**config.mk**
```make
export PLATFORM = sky130hd
export DESIGN_NAME = port_alt_function_override
export DESIGN_NICKNAME = d
export VERILOG_FILES = /design/src/design/port_alt_function_override_pkg.sv /design/src/design/port_alt_function_override.sv
export SDC_FILE = /design/constraint.sdc
export NUM_CORES = 1
export LEC_CHECK = 0
export BUFFER_PORTS_ARGS = -buffer_cell sky130_fd_sc_hd__buf_2
export CAP_MARGIN = 30
export CORE_MARGIN = 2
export CORE_UTILIZATION = 30
export CTS_CLUSTER_SIZE = 16
export DETAILED_ROUTE_END_ITERATION = 8
export PLACE_DENSITY = 0.58
export SLEW_MARGIN = 20
export SYNTH_ARGS = -nofsm -noshare
export SYNTH_HDL_FRONTEND = slang
export SYNTH_SLANG_ARGS = --single-unit
export TNS_END_PERCENT = 20
```
**constraint.sdc**
```tcl
create_clock -name clk_in -period 2.5 [get_ports clk_in]
set_clock_uncertainty 0.2 [all_clocks]
set_input_delay 0.5 -clock clk_in [delete_from_list [all_inputs] [get_ports clk_in]]
set_output_delay 0.5 -clock clk_in [all_outputs]
set_load 0.02 [all_outputs]
```
**src/design/port_alt_function_override_pkg.sv**
```systemverilog
// constants for the port alternate-function override block
// assumes one 20 MHz clock and a synchronous active-high reset

package port_alt_function_override_pkg;
	localparam int PORT_A_WIDTH = 8;
	localparam int PIN_COUNT = 9;
	localparam int PIN_REF = 0;
	localparam int PIN_SER_CLK = 4;
	localparam int PIN_DATA_OUT = 5;
	localparam int PIN_DATA_IN = 6;
	localparam int PIN_CAPTURE = 7;
	localparam int PIN_OSC = 8;
	localparam logic [8:0] PAD_OUT_RST = 9'h000;
	localparam logic [8:0] PAD_OE_N_RST = 9'h1ff;
	localparam logic [8:0] PAD_PULLUP_RST = 9'h000;
	localparam logic [8:0] INPUT_EN_RST = 9'h000;
	localparam logic [8:0] SYNC_RST = 9'h000;
endpackage : port_alt_function_override_pkg

```
**src/design/port_alt_function_override.sv**
```systemverilog
// pad override logic for the eight-pin first port and pin 0 of the second port
// assumes the port registers and peripherals sit on clk_in; pad inputs are asynchronous
`timescale 1ns/1ps

module port_alt_function_override (
	input wire logic clk_in,
	input wire logic srst_in,
	input wire logic [7:0] port_a_out_in,
	input wire logic [7:0] port_a_dir_in,
	input wire logic port_b_out0_in,
	input wire logic port_b_dir0_in,
	input wire logic pullup_disable_in,
	input wire logic sleep_in,
	input wire logic [7:0] analog_input_disable_in,
	input wire logic [8:0] pin_change_src_in,
	input wire logic pin_change_group0_en_in,
	input wire logic pin_change_group1_en_in,
	input wire logic serial_wire_mode_b1_in,
	input wire logic serial_wire_mode_b0_in,
	input wire logic serial_start_irq_en_in,
	input wire logic serial_clk_hold_in,
	input wire logic serial_clk_toggle_in,
	input wire logic serial_data_out_in,
	input wire logic serial_sda_out_in,
	input wire logic timer1_cmp_a_en_in,
	input wire logic timer1_cmp_a_out_in,
	input wire logic timer1_cmp_b_en_in,
	input wire logic timer1_cmp_b_out_in,
	input wire logic timer0_cmp_b_en_in,
	input wire logic timer0_cmp_b_out_in,
	input wire logic ref_select_b1_in,
	input wire logic ref_select_b0_in,
	input wire logic osc_is_rc_in,
	input wire logic [8:0] pad_in,
	output logic [8:0] pad_out,
	output logic [8:0] pad_oe_n_out,
	output logic [8:0] pad_pullup_out,
	output logic [8:0] digital_in_out,
	output logic [8:0] pin_change_out,
	output logic serial_clk_in_out,
	output logic serial_data_in_out,
	output logic timer1_capture_in_out
);

	// register bits of all nine pins gathered into vectors
	wire [8:0] port_out = {port_b_out0_in, port_a_out_in};
	wire [8:0] port_dir = {port_b_dir0_in, port_a_dir_in};
	wire [7:0] pc_g0 = pin_change_src_in[7:0] & {8{pin_change_group0_en_in}};
	wire pc8_g1 = pin_change_src_in[8] & pin_change_group1_en_in;
	wire wm1 = serial_wire_mode_b1_in;
	wire wm0 = serial_wire_mode_b0_in;
	wire sie = serial_start_irq_en_in;
	wire [7:0] adc_dis = analog_input_disable_in;
	wire osc_pin = ~osc_is_rc_in;

	// pin 0: released for an external reference outside reset
	wire ref_release = ~srst_in & ((~ref_select_b1_in & ref_select_b0_in)
		| (ref_select_b1_in & ref_select_b0_in));

	// pin 4: two-wire serial clock
	wire p4_dir_oe = wm1;
	wire p4_dir_ov = ~(serial_clk_hold_in | port_out[4]) & port_dir[4];
	wire p4_val_oe = wm1 & port_dir[4];

	// pin 5: serial data-out or compare B
	wire p5_val_oe = (wm1 & wm0) | timer1_cmp_b_en_in;
	wire p5_val_ov = (wm1 & wm0) ? serial_data_out_in : timer1_cmp_b_out_in;

	// pin 6: two-wire data or compare A
	wire p6_dir_oe = wm1;
	wire p6_dir_ov = (serial_sda_out_in | port_out[6]) & port_dir[6];
	wire p6_val_oe = (wm1 & port_dir[6]) | timer1_cmp_a_en_in;
	wire p6_val_ov = ~(wm1 & port_dir[6]) & timer1_cmp_a_out_in;

	// pin 7: timer 0 compare B
	wire p7_val_oe = timer0_cmp_b_en_in;
	wire p7_val_ov = timer0_cmp_b_out_in;

	// override enables and values per pin, pin 8 is the oscillator pin
	wire [8:0] pu_oe = {osc_pin, 7'h00, ref_release};
	wire [8:0] pu_ov = 9'h000;
	wire [8:0] dir_oe = {osc_pin, 1'b0, p6_dir_oe, 1'b0, p4_dir_oe, 3'h0, ref_release};
	wire [8:0] dir_ov = {1'b0, 1'b0, p6_dir_ov, 1'b0, p4_dir_ov, 4'h0};
	wire [8:0] val_oe = {osc_pin, p7_val_oe, p6_val_oe, p5_val_oe, p4_val_oe,
		3'h0, ref_release};
	wire [8:0] val_ov = {1'b0, p7_val_ov, p6_val_ov, p5_val_ov, 5'h00};
	wire [8:0] tog_oe = {4'h0, serial_clk_toggle_in, 4'h0};

	// digital-input override per pin
	wire [8:0] ien_oe;
	wire [8:0] ien_ov;
	assign ien_oe[0] = pc_g0[0] | adc_dis[0];
	assign ien_oe[1] = pc_g0[1] | adc_dis[1];
	assign ien_oe[2] = pc_g0[2] | adc_dis[2];
	assign ien_oe[3] = pc_g0[3] | adc_dis[3];
	assign ien_oe[4] = sie | pc_g0[4] | adc_dis[4];
	assign ien_oe[5] = pc_g0[5] | adc_dis[5];
	assign ien_oe[6] = sie | pc_g0[6] | adc_dis[6];
	assign ien_oe[7] = pc_g0[7] | adc_dis[7];
	assign ien_oe[8] = osc_pin | pc8_g1;
	assign ien_ov[3:0] = pc_g0[3:0];
	assign ien_ov[4] = sie | pc_g0[4];
	assign ien_ov[5] = pc_g0[5];
	assign ien_ov[6] = sie | pc_g0[6];
	assign ien_ov[7] = pc_g0[7];
	assign ien_ov[8] = ~osc_pin & pc8_g1;

	// next pad state per pin
	logic [8:0] next_out;
	logic [8:0] next_drive;
	logic [8:0] next_pullup;
	logic [8:0] next_ien;
	genvar i;
	generate
		for (i = 0; i < port_alt_function_override_pkg::PIN_COUNT; i++) begin : g_pin
			wire reg_bit = port_out[i] ^ tog_oe[i];
			wire plain_pu = ~port_dir[i] & port_out[i] & ~pullup_disable_in;
			assign next_drive[i] = dir_oe[i] ? dir_ov[i] : port_dir[i];
			assign next_out[i] = val_oe[i] ? val_ov[i] : reg_bit;
			assign next_pullup[i] = pu_oe[i] ? pu_ov[i] : plain_pu;
			assign next_ien[i] = ien_oe[i] ? ien_ov[i] : ~sleep_in;
		end
	endgenerate

	// pad-facing registers
	logic [8:0] input_en;
	always_ff @(posedge clk_in) begin
		if (srst_in) begin
			pad_out <= port_alt_function_override_pkg::PAD_OUT_RST;
			pad_oe_n_out <= port_alt_function_override_pkg::PAD_OE_N_RST;
			pad_pullup_out <= port_alt_function_override_pkg::PAD_PULLUP_RST;
			input_en <= port_alt_function_override_pkg::INPUT_EN_RST;
		end else begin
			pad_out <= next_out;
			pad_oe_n_out <= ~next_drive; // low while driving
			pad_pullup_out <= next_pullup;
			input_en <= next_ien;
		end
	end

	// two-flop synchroniser for pad levels
	logic [8:0] sync_a;
	logic [8:0] sync_b;
	always_ff @(posedge clk_in) begin
		if (srst_in) begin
			sync_a <= port_alt_function_override_pkg::SYNC_RST;
			sync_b <= port_alt_function_override_pkg::SYNC_RST;
		end else begin
			sync_a <= pad_in;
			sync_b <= sync_a;
		end
	end

	// gated digital inputs and their consumers
	wire [8:0] next_din = sync_b & input_en;
	always_ff @(posedge clk_in) begin
		if (srst_in) begin
			digital_in_out <= port_alt_function_override_pkg::SYNC_RST;
			pin_change_out <= port_alt_function_override_pkg::SYNC_RST;
			serial_clk_in_out <= 1'b0;
			serial_data_in_out <= 1'b0;
			timer1_capture_in_out <= 1'b0;
		end else begin
			digital_in_out <= next_din;
			pin_change_out <= next_din;
			serial_clk_in_out <= next_din[port_alt_function_override_pkg::PIN_SER_CLK];
			serial_data_in_out <= next_din[port_alt_function_override_pkg::PIN_DATA_IN];
			timer1_capture_in_out <= next_din[port_alt_function_override_pkg::PIN_CAPTURE];
		end
	end

	// generic override mechanics, one set per pin
	generate
		for (i = 0; i < port_alt_function_override_pkg::PIN_COUNT; i++) begin : g_chk

		end
	endgenerate
endmodule : port_alt_function_override

```
* Word level (Yosys, flattened, before mapping)
Cells that the tools add are included.
** Storage, ports and cells
- Logic and storage cells :: 100
- Input bits :: 66
- Bits in registers :: 66
** Cells by class
- Bitwise gates (word level) :: 65
- Multiplexer cells :: 17
- Reductions and logical operators :: 3
** Operators with widths (count)
- bitwise AND 1 bit :: 29
- 2-to-1 mux 1 bit :: 17
- NOT 1 bit :: 16
- OR 1 bit :: 16
- bitwise AND 9 bit :: 1
- NOT 9 bit :: 1
- bitwise AND 8 bit :: 1
- OR reduction 2 bit :: 3
- bitwise XOR 1 bit :: 1

* Logic depth before layout (Yosys ltp)
Gate-level depths: netlist (run 1).
- Depth after elaboration :: 6
- Depth in mapped cells :: 4

* Least setup slack after synthesis (run 1)
No wires, ideal clock.
- Kind :: flip-flop to output port
- Start point :: register digital_in_out[4]
- End point :: output digital_in_out[4]
- Cell stages (with the launch flop) :: 2
- Path slack :: 1183 ps
- Arrival time :: 617 ps
- Required time :: 1800 ps
- Cell sequence :: dfxtp_1 -> buf_4
** RTL lines
- from (decl) :: RTL line port_alt_function_override.sv:38 : output logic [8:0] digital_in_out,
- from (signal assigned) :: RTL line port_alt_function_override.sv:158 : digital_in_out <= port_alt_function_override_pkg::SYNC_RST;
- from (signal assigned) :: RTL line port_alt_function_override.sv:164 : digital_in_out <= next_din;
No word-level cell between the ends.

==> run_results.csv, run 1 <==
group,metric,value,unit
cells_and_area,areaGrowthSynthToFinish,35.2,%
setup_path,arrival,0.86,ns
status,outcome,"complete, no violations",
detailed_routing,viasPerCell,4.23,
power,ir_worst_vdd,0.000285,V
clock_network,cts_tree,"done",
detailed_routing,antenna_left,0,
synthesis,syn-cell-area,0.00201,mm²
clock_network,ctsResizeCount,0,
cells_and_area,post-route-util,0.424,
sta,slew_violations,0,
die,die_w,85.9,µm
sta,fin_setup_tns,0,ns
synthesis,synth_area_per_cell,12.1,µm²
synthesis,synth_fp_nets,233,
global_routing,antenna_found_initial,0,
setup_path,crit_buf_inv,1,
setup_path,cp_top_family,"flip-flops",
setup_path,path_class,"reg2out",
die,core_area,0.00642,mm²
detailed_routing,post-route-drc-count,0,
synthesis,synth_cells,167,
clock_network,cts.sinks,63,
clock_network,htreeDepth,3,
synthesis,seq_area_frac_synth,0.626,
cells_and_area,layout_common_cells,"112 x buf_2, 63 x dfxtp_1, 19 x nor2b_1, 10 x clkbuf_8, 9 x and3_1",
setup_path,cp_slowest_cell,"dfxtp_1",
detailed_routing,drtIter0Drc,26,
die,fp-row-count,29,
sta,tightest_slew,0.575,ns
sta,rsz0062_at_grt,"no",
clock_network,root_buffer,"clkbuf_8",
detailed_routing,via_count,1492,
setup_path,startpoint_type,"register",
die,start_util,0.314,
clock_network,post_cts_buffers,0,
sta,finalHoldViolCount,0,
setup_path,cp-end-kind,"primary output",
placement,place_hpwl,2.97,mm
die,ios,114,
sta,timing.fmax,640,MHz
setup_path,max_stage_delay,0.36,ns
synthesis,ys_types,31,
placement,io_buffers,112,
power,power.density,773,mW/mm²
setup_path,worstPathMaxFanout,3,
sta,setup_viol,0,
placement,dp_cells,337,
global_routing,grt_pass1_vias,1358,
die,die_h,85.9,µm
detailed_routing,dr.pass1.iters,4,
sta,min_period,1.56,ns
cells_and_area,diodes,0,
cells_and_area,stdcell_count,353,
setup_path,crit_path_cell_trace,"buf_2",
sta,whs,0.138,ns
cells_and_area,nets,337,
global_routing,grt_max_degree,41,
cells_and_area,fillCellCount,662,
global_routing,grt-ovfl-total,0,
placement,gp_congestion,0.683,
clock_network,cts_buffer_depth,2,
clock_network,insertion_delay,0.32,ns
global_routing,grt_util_all_layers,0.119,
die,dieArea,0.00739,mm²
synthesis,ys_ff_latch,63,
synthesis,yosysWarnings,0,
clock_network,numCtsBuffers,9,
min_path,hp-class,"in2reg",
sta,max-slew-margin-rel,0.616,
cells_and_area,drive_gt1_frac,0.496,
detailed_routing,routedWlPerCell,11.9,µm
sta,min_period_over_period,0.625,
clock_network,hold_buffers,0,
setup_path,required,1.80,ns
detailed_routing,wirelength,4.21,mm
global_routing,grt_pass1_wl,6.52,mm
flow_run,maxCapViolations,0,
cells_and_area,layout_commonest_cell,"buf_2",
clock_network,clkTransAtPathRegs,0.07,ns
power,p_leak,0.00136,µW
path summary, 6_finish.rpt:
kind	startpoint	cells past startpoint	to	slack (ns)
max	digital_in_out[4]$_SDFF_PP0_	1	pin_change_out[4]	0.94
min reg2reg	sync_a[0]$_SDFF_PP0_	1	sync_b[0]$_SDFF_PP0_	0.23
min	port_a_dir_in[2]	2	pad_pullup_out[2]$_SDFF_PP0_	0.14
max reg2reg	sync_b[5]$_SDFF_PP0_	1	digital_in_out[5]$_SDFF_PP0_	1.74
stage by stage:
| step | total power (µW) | worst slack [ns] | instance area (µm²) |
|---|---|---|---|
| after floorplan | 1180 | 1.18 | 2010 |
| after global placement | 1260 | 0.783 | 2520 |
| after detailed placement | 1270 | 0.762 | 2520 |
| after CTS | 2150 | 0.913 | 2720 |
| after global routing | 2210 | 0.896 | 2720 |
| final | 2110 | 0.938 | 2720 |
synthesized netlist by cell type, drive strengths merged:
| master | instances | share of area |
|---|---|---|
| dfxtp | 63 | 0.63 |
| nor2b | 20 | 0.063 |
| buf | 18 | 0.073 |
| and3 | 9 | 0.028 |
| nand2 | 8 | 0.015 |
| nor2 | 8 | 0.015 |
| a2bb2oi | 6 | 0.026 |
| nor3b | 6 | 0.030 |
| nor4b | 4 | 0.034 |
| a211oi | 3 | 0.016 |
| a21oi | 3 | 0.0075 |
| mux2i | 3 | 0.015 |
| and3b | 2 | 0.0087 |
| clkbuf | 2 | 0.0037 |
| inv | 2 | 0.0037 |
| nand3 | 2 | 0.0050 |
| and2b | 1 | 0.0037 |
| nand2b | 1 | 0.0031 |
| o21a | 1 | 0.0037 |
| o21ai | 1 | 0.0025 |
| o2bb2ai | 1 | 0.0043 |
| o311ai | 1 | 0.0043 |
| or2 | 1 | 0.0031 |
| xnor2 | 1 | 0.0043 |
power breakdown:
part	switching [µW]	internal [µW]	leakage, µW
clock	374	492	0.0000968
sequential	8.72	1050	0.000519
combinational	98.1	86.2	0.000744
kinds of logic after synthesis:
| logic type | count (synthesis) | share of synthesized area |
|---|---|---|
| buffers and inverters | 22 | 0.0807 |
| AOI/OAI and AO/OA | 16 | 0.0646 |
| xor gates and xnor gates | 1 | 0.00435 |
| and+or+nand+nor | 62 | 0.209 |
| DFF | 63 | 0.626 |
| muxes | 3 | 0.0149 |
area by class of cell:
type | count | area [µm²] | share of cell area
Clock buffer | 12 | 145 | 0.0533
Clock inverter | 4 | 55.1 | 0.0202
Inverter | 2 | 7.51 | 0.00276
Multi-Input combinational cell | 82 | 591 | 0.217
Sequential cell | 63 | 1260 | 0.463
Tap cell | 77 | 96.3 | 0.0354
Timing Repair Buffer | 113 | 568 | 0.209
layer usage:
metal / vias to the layer above / share of wire / GRT usage
li1: 753 / - / -
met1: 655 / 0.43 / 0.135
met2: 74 / 0.46 / 0.195
met3: 10 / 0.083 / 0.0289
met4: 0 / 0.026 / 0.0866
met5: - / 0 / 0
state kept, by name (all words and copies together), names as in the netlist:
register and cells:
digital_in_out 9, input_en 9, pad_oe_n_out 9, pad_out 9
pad_pullup_out 9, sync_a 9, sync_b 9
Note: power is estimated with default switching activity, not from simulation.
==> inputs of run 2 (changes only) <==
- clock period: 2.5 -> 1.52 ns (I/O delays scaled with it)
==> run 2 against run 1 <==
  * Flip-flop and latch count is the same
  * First-iteration DRC count shrank 15%
  * Design area grew 12%
  * Critical path depth is the same
  * Combinational power grew 96%
  * Largest power group is now the clock network
  * Sequential share of layout area shrank 4.9 points
  * Sequential power grew 64%
  * Highest routed layer unchanged
  * Setup slack lost 0.77 ns
  * Register-to-register slack lost 0.98 ns
==> run_results.csv, run 2 (synthesis gave the netlist of run 1 again) <==
group,metric,value,unit
status,outcome,"complete, no violations",
clock_network,cts_buffer_depth,2,
setup_path,crit_buf_inv,1,
min_path,hp-class,"in2reg",
sta,max-slew-margin-rel,0.815,
clock_network,insertion_delay,0.33,ns
clock_network,htreeDepth,3,
detailed_routing,highest_layer,"met4",
global_routing,grt-ovfl-total,0,
setup_path,reg2reg_depth,1,
detailed_routing,m1WireLength,1.91,mm
flow_run,maxCapViolations,0,
cells_and_area,nets,364,
cells_and_area,finalInstanceArea,0.00304,mm²
clock_network,clkTransAtPathRegs,0.07,ns
die,start_util,0.314,
sta,rsz0062_at_grt,"no",
detailed_routing,dr.pass1.iters,4,
die,die_h,85.9,µm
cells_and_area,drive_gt1_frac,0.465,
detailed_routing,antenna_left,0,
placement,dp_worst_setup_slack,0.211,ns
global_routing,grt_pass1_wl,6.70,mm
cells_and_area,fillCellCount,613,
sta,setup_viol,0,
sta,min_period,1.36,ns
power,p_leak,0.00151,µW
setup_path,arrival,0.85,ns
power,power_switching,812,µW
die,core_area,0.00642,mm²
setup_path,worstPathMaxFanout,3,
cells_and_area,diodes,0,
sta,whs,0.0155,ns
power,intPower,3050,µW
die,die_w,85.9,µm
clock_network,numCtsBuffers,9,
detailed_routing,wl_met3,319,µm
placement,dpl_cell_area,0.00256,mm²
setup_path,required,1.02,ns
die,fp-row-count,29,
sta,slew_violations,0,
clock_network,root_buffer,"clkbuf_8",
setup_path,cp-end-kind,"primary output",
setup_path,startpoint,"digital_in_out[4]$_SDFF_PP0_",
global_routing,antenna_found_initial,0,
setup_path,cp_slowest_cell,"dfxtp_1",
placement,place_hpwl,3.11,mm
setup_path,cp_top_family,"flip-flops",
detailed_routing,routedWlPerCell,11.3,µm
die,ios,114,
placement,io_buffers,112,
detailed_routing,dr_wl_met2,1.96,mm
sta,fin_ws,0.163,ns
sta,fin_setup_tns,0,ns
min_path,min_delay_path_depth,2,
clock_network,cts.sinks,63,
cells_and_area,layout_commonest_cell,"buf_2",
sta,finalHoldViolCount,0,
min_path,min_from,"serial_start_irq_en_in",
power,swShare,0.210,
setup_path,crit_path_cell_trace,"buf_2",
sta,min_period_over_period,0.893,
power,seqPwrFrac,0.450,
detailed_routing,via_count,1564,
global_routing,grt_pass1_vias,1408,
setup_path,startpoint_type,"register",
power,clock_power_share,0.457,
min_path,hold-path-endpoint,"input_en[4]$_SDFF_PP0_",
power,power.density,1270,mW/mm²
detailed_routing,post-route-drc-count,0,
setup_path,r2r_end,"digital_in_out[5]$_SDFF_PP0_",
power,ir_worst_vdd,0.000588,V
cells_and_area,layout_common_cells,"112 x buf_2, 63 x dfxtp_1, 24 x dlygate4sd3_1, 19 x nor2b_1, 10 x clkbuf_8",
detailed_routing,wirelength,4.29,mm
cells_and_area,areaGrowthSynthToFinish,51.1,%
detailed_routing,viasPerCell,4.12,
global_routing,grt_max_degree,21,
detailed_routing,drtIter0Drc,22,
die,dieArea,0.00739,mm²
sta,timing.fmax,737,MHz
setup_path,max_stage_delay,0.35,ns
setup_path,path_class,"reg2out",
power,p_comb_frac,0.093,
clock_network,cts_tree,"done",
placement,gp_congestion,0.706,
global_routing,grt_util_all_layers,0.121,
setup_path,reg2reg_from,"sync_b[5]$_SDFF_PP0_",
clock_network,post_cts_buffers,0,
setup_path,r2r_setup_slack,0.76,ns
clock_network,ctsResizeCount,0,
sta,tightest_slew,0.278,ns
run 2: changes by cell type in the layout (fill, tap and decap cells not counted):
cell | previous run | this run
clkinvlp_4 | 1 | 0
clkinv_4 | 2 | 0
buf_12 | 0 | 1
bufinv_16 | 1 | 3
inv_6 | 0 | 1
clkbuf_1 | 2 | 1
buf_4 | 1 | 3
dlygate4sd3_1 | 0 | 24
clkinv_2 | 0 | 1
run 2: metal layers:
metal	GRT usage	vias to the layer above
met3	0.0279	10
met4	0.0823	0
met2	0.185	75
met5	0	-
li1	-	805
met1	0.150	674
run 2: area by class of cell:
class | count | area [µm²] | area share
inverters | 2 | 7.51 | 0.00247
repair buffers | 140 | 843 | 0.277
well taps | 77 | 96.3 | 0.0316
multi-input cells | 82 | 591 | 0.194
clock inverters | 5 | 104 | 0.0341
clock buffers | 11 | 141 | 0.0464
flip-flops and latches | 63 | 1260 | 0.414
run 2: metrics by stage:
step / util / std cells / power [µW]
global route: 0.474 / 380 / 4030
detailed placement: 0.398 / 340 / 2090
CTS: 0.474 / 380 / 3920
global placement: 0.398 / 340 / 2090
finish: 0.474 / 380 / 3860
floorplan: - / 167 / 1940
run 2: repair_timing:
item,in CTS,in global routing
endpoints found under the hold margin,33,0
endpoints found under the setup margin,0,0
hold buffers,24,0
run 2: power by group through the flow:
stage	combinational [µW]	sequential (µW)	clock, µW
final	360	1740	1770
after global routing	396	1740	1890
after CTS	368	1740	1820
after detailed placement	320	1770	0
after global placement	317	1770	0
after floorplan	126	1820	0
run 2: worst max-delay path by stage:
stage                                    to  cells past startpoint  slack (ns)
2_1_floorplan             digital_in_out[4]                      1        0.40
3_3_place_gp   digital_in_out[3]$_SDFF_PP0_                      4        0.22
3_5_place_dp   digital_in_out[4]$_SDFF_PP0_                      4        0.21
4_1_cts                   digital_in_out[4]                      1        0.14
5_1_grt                   pin_change_out[6]                      1        0.11
6_report                  digital_in_out[4]                      1        0.16
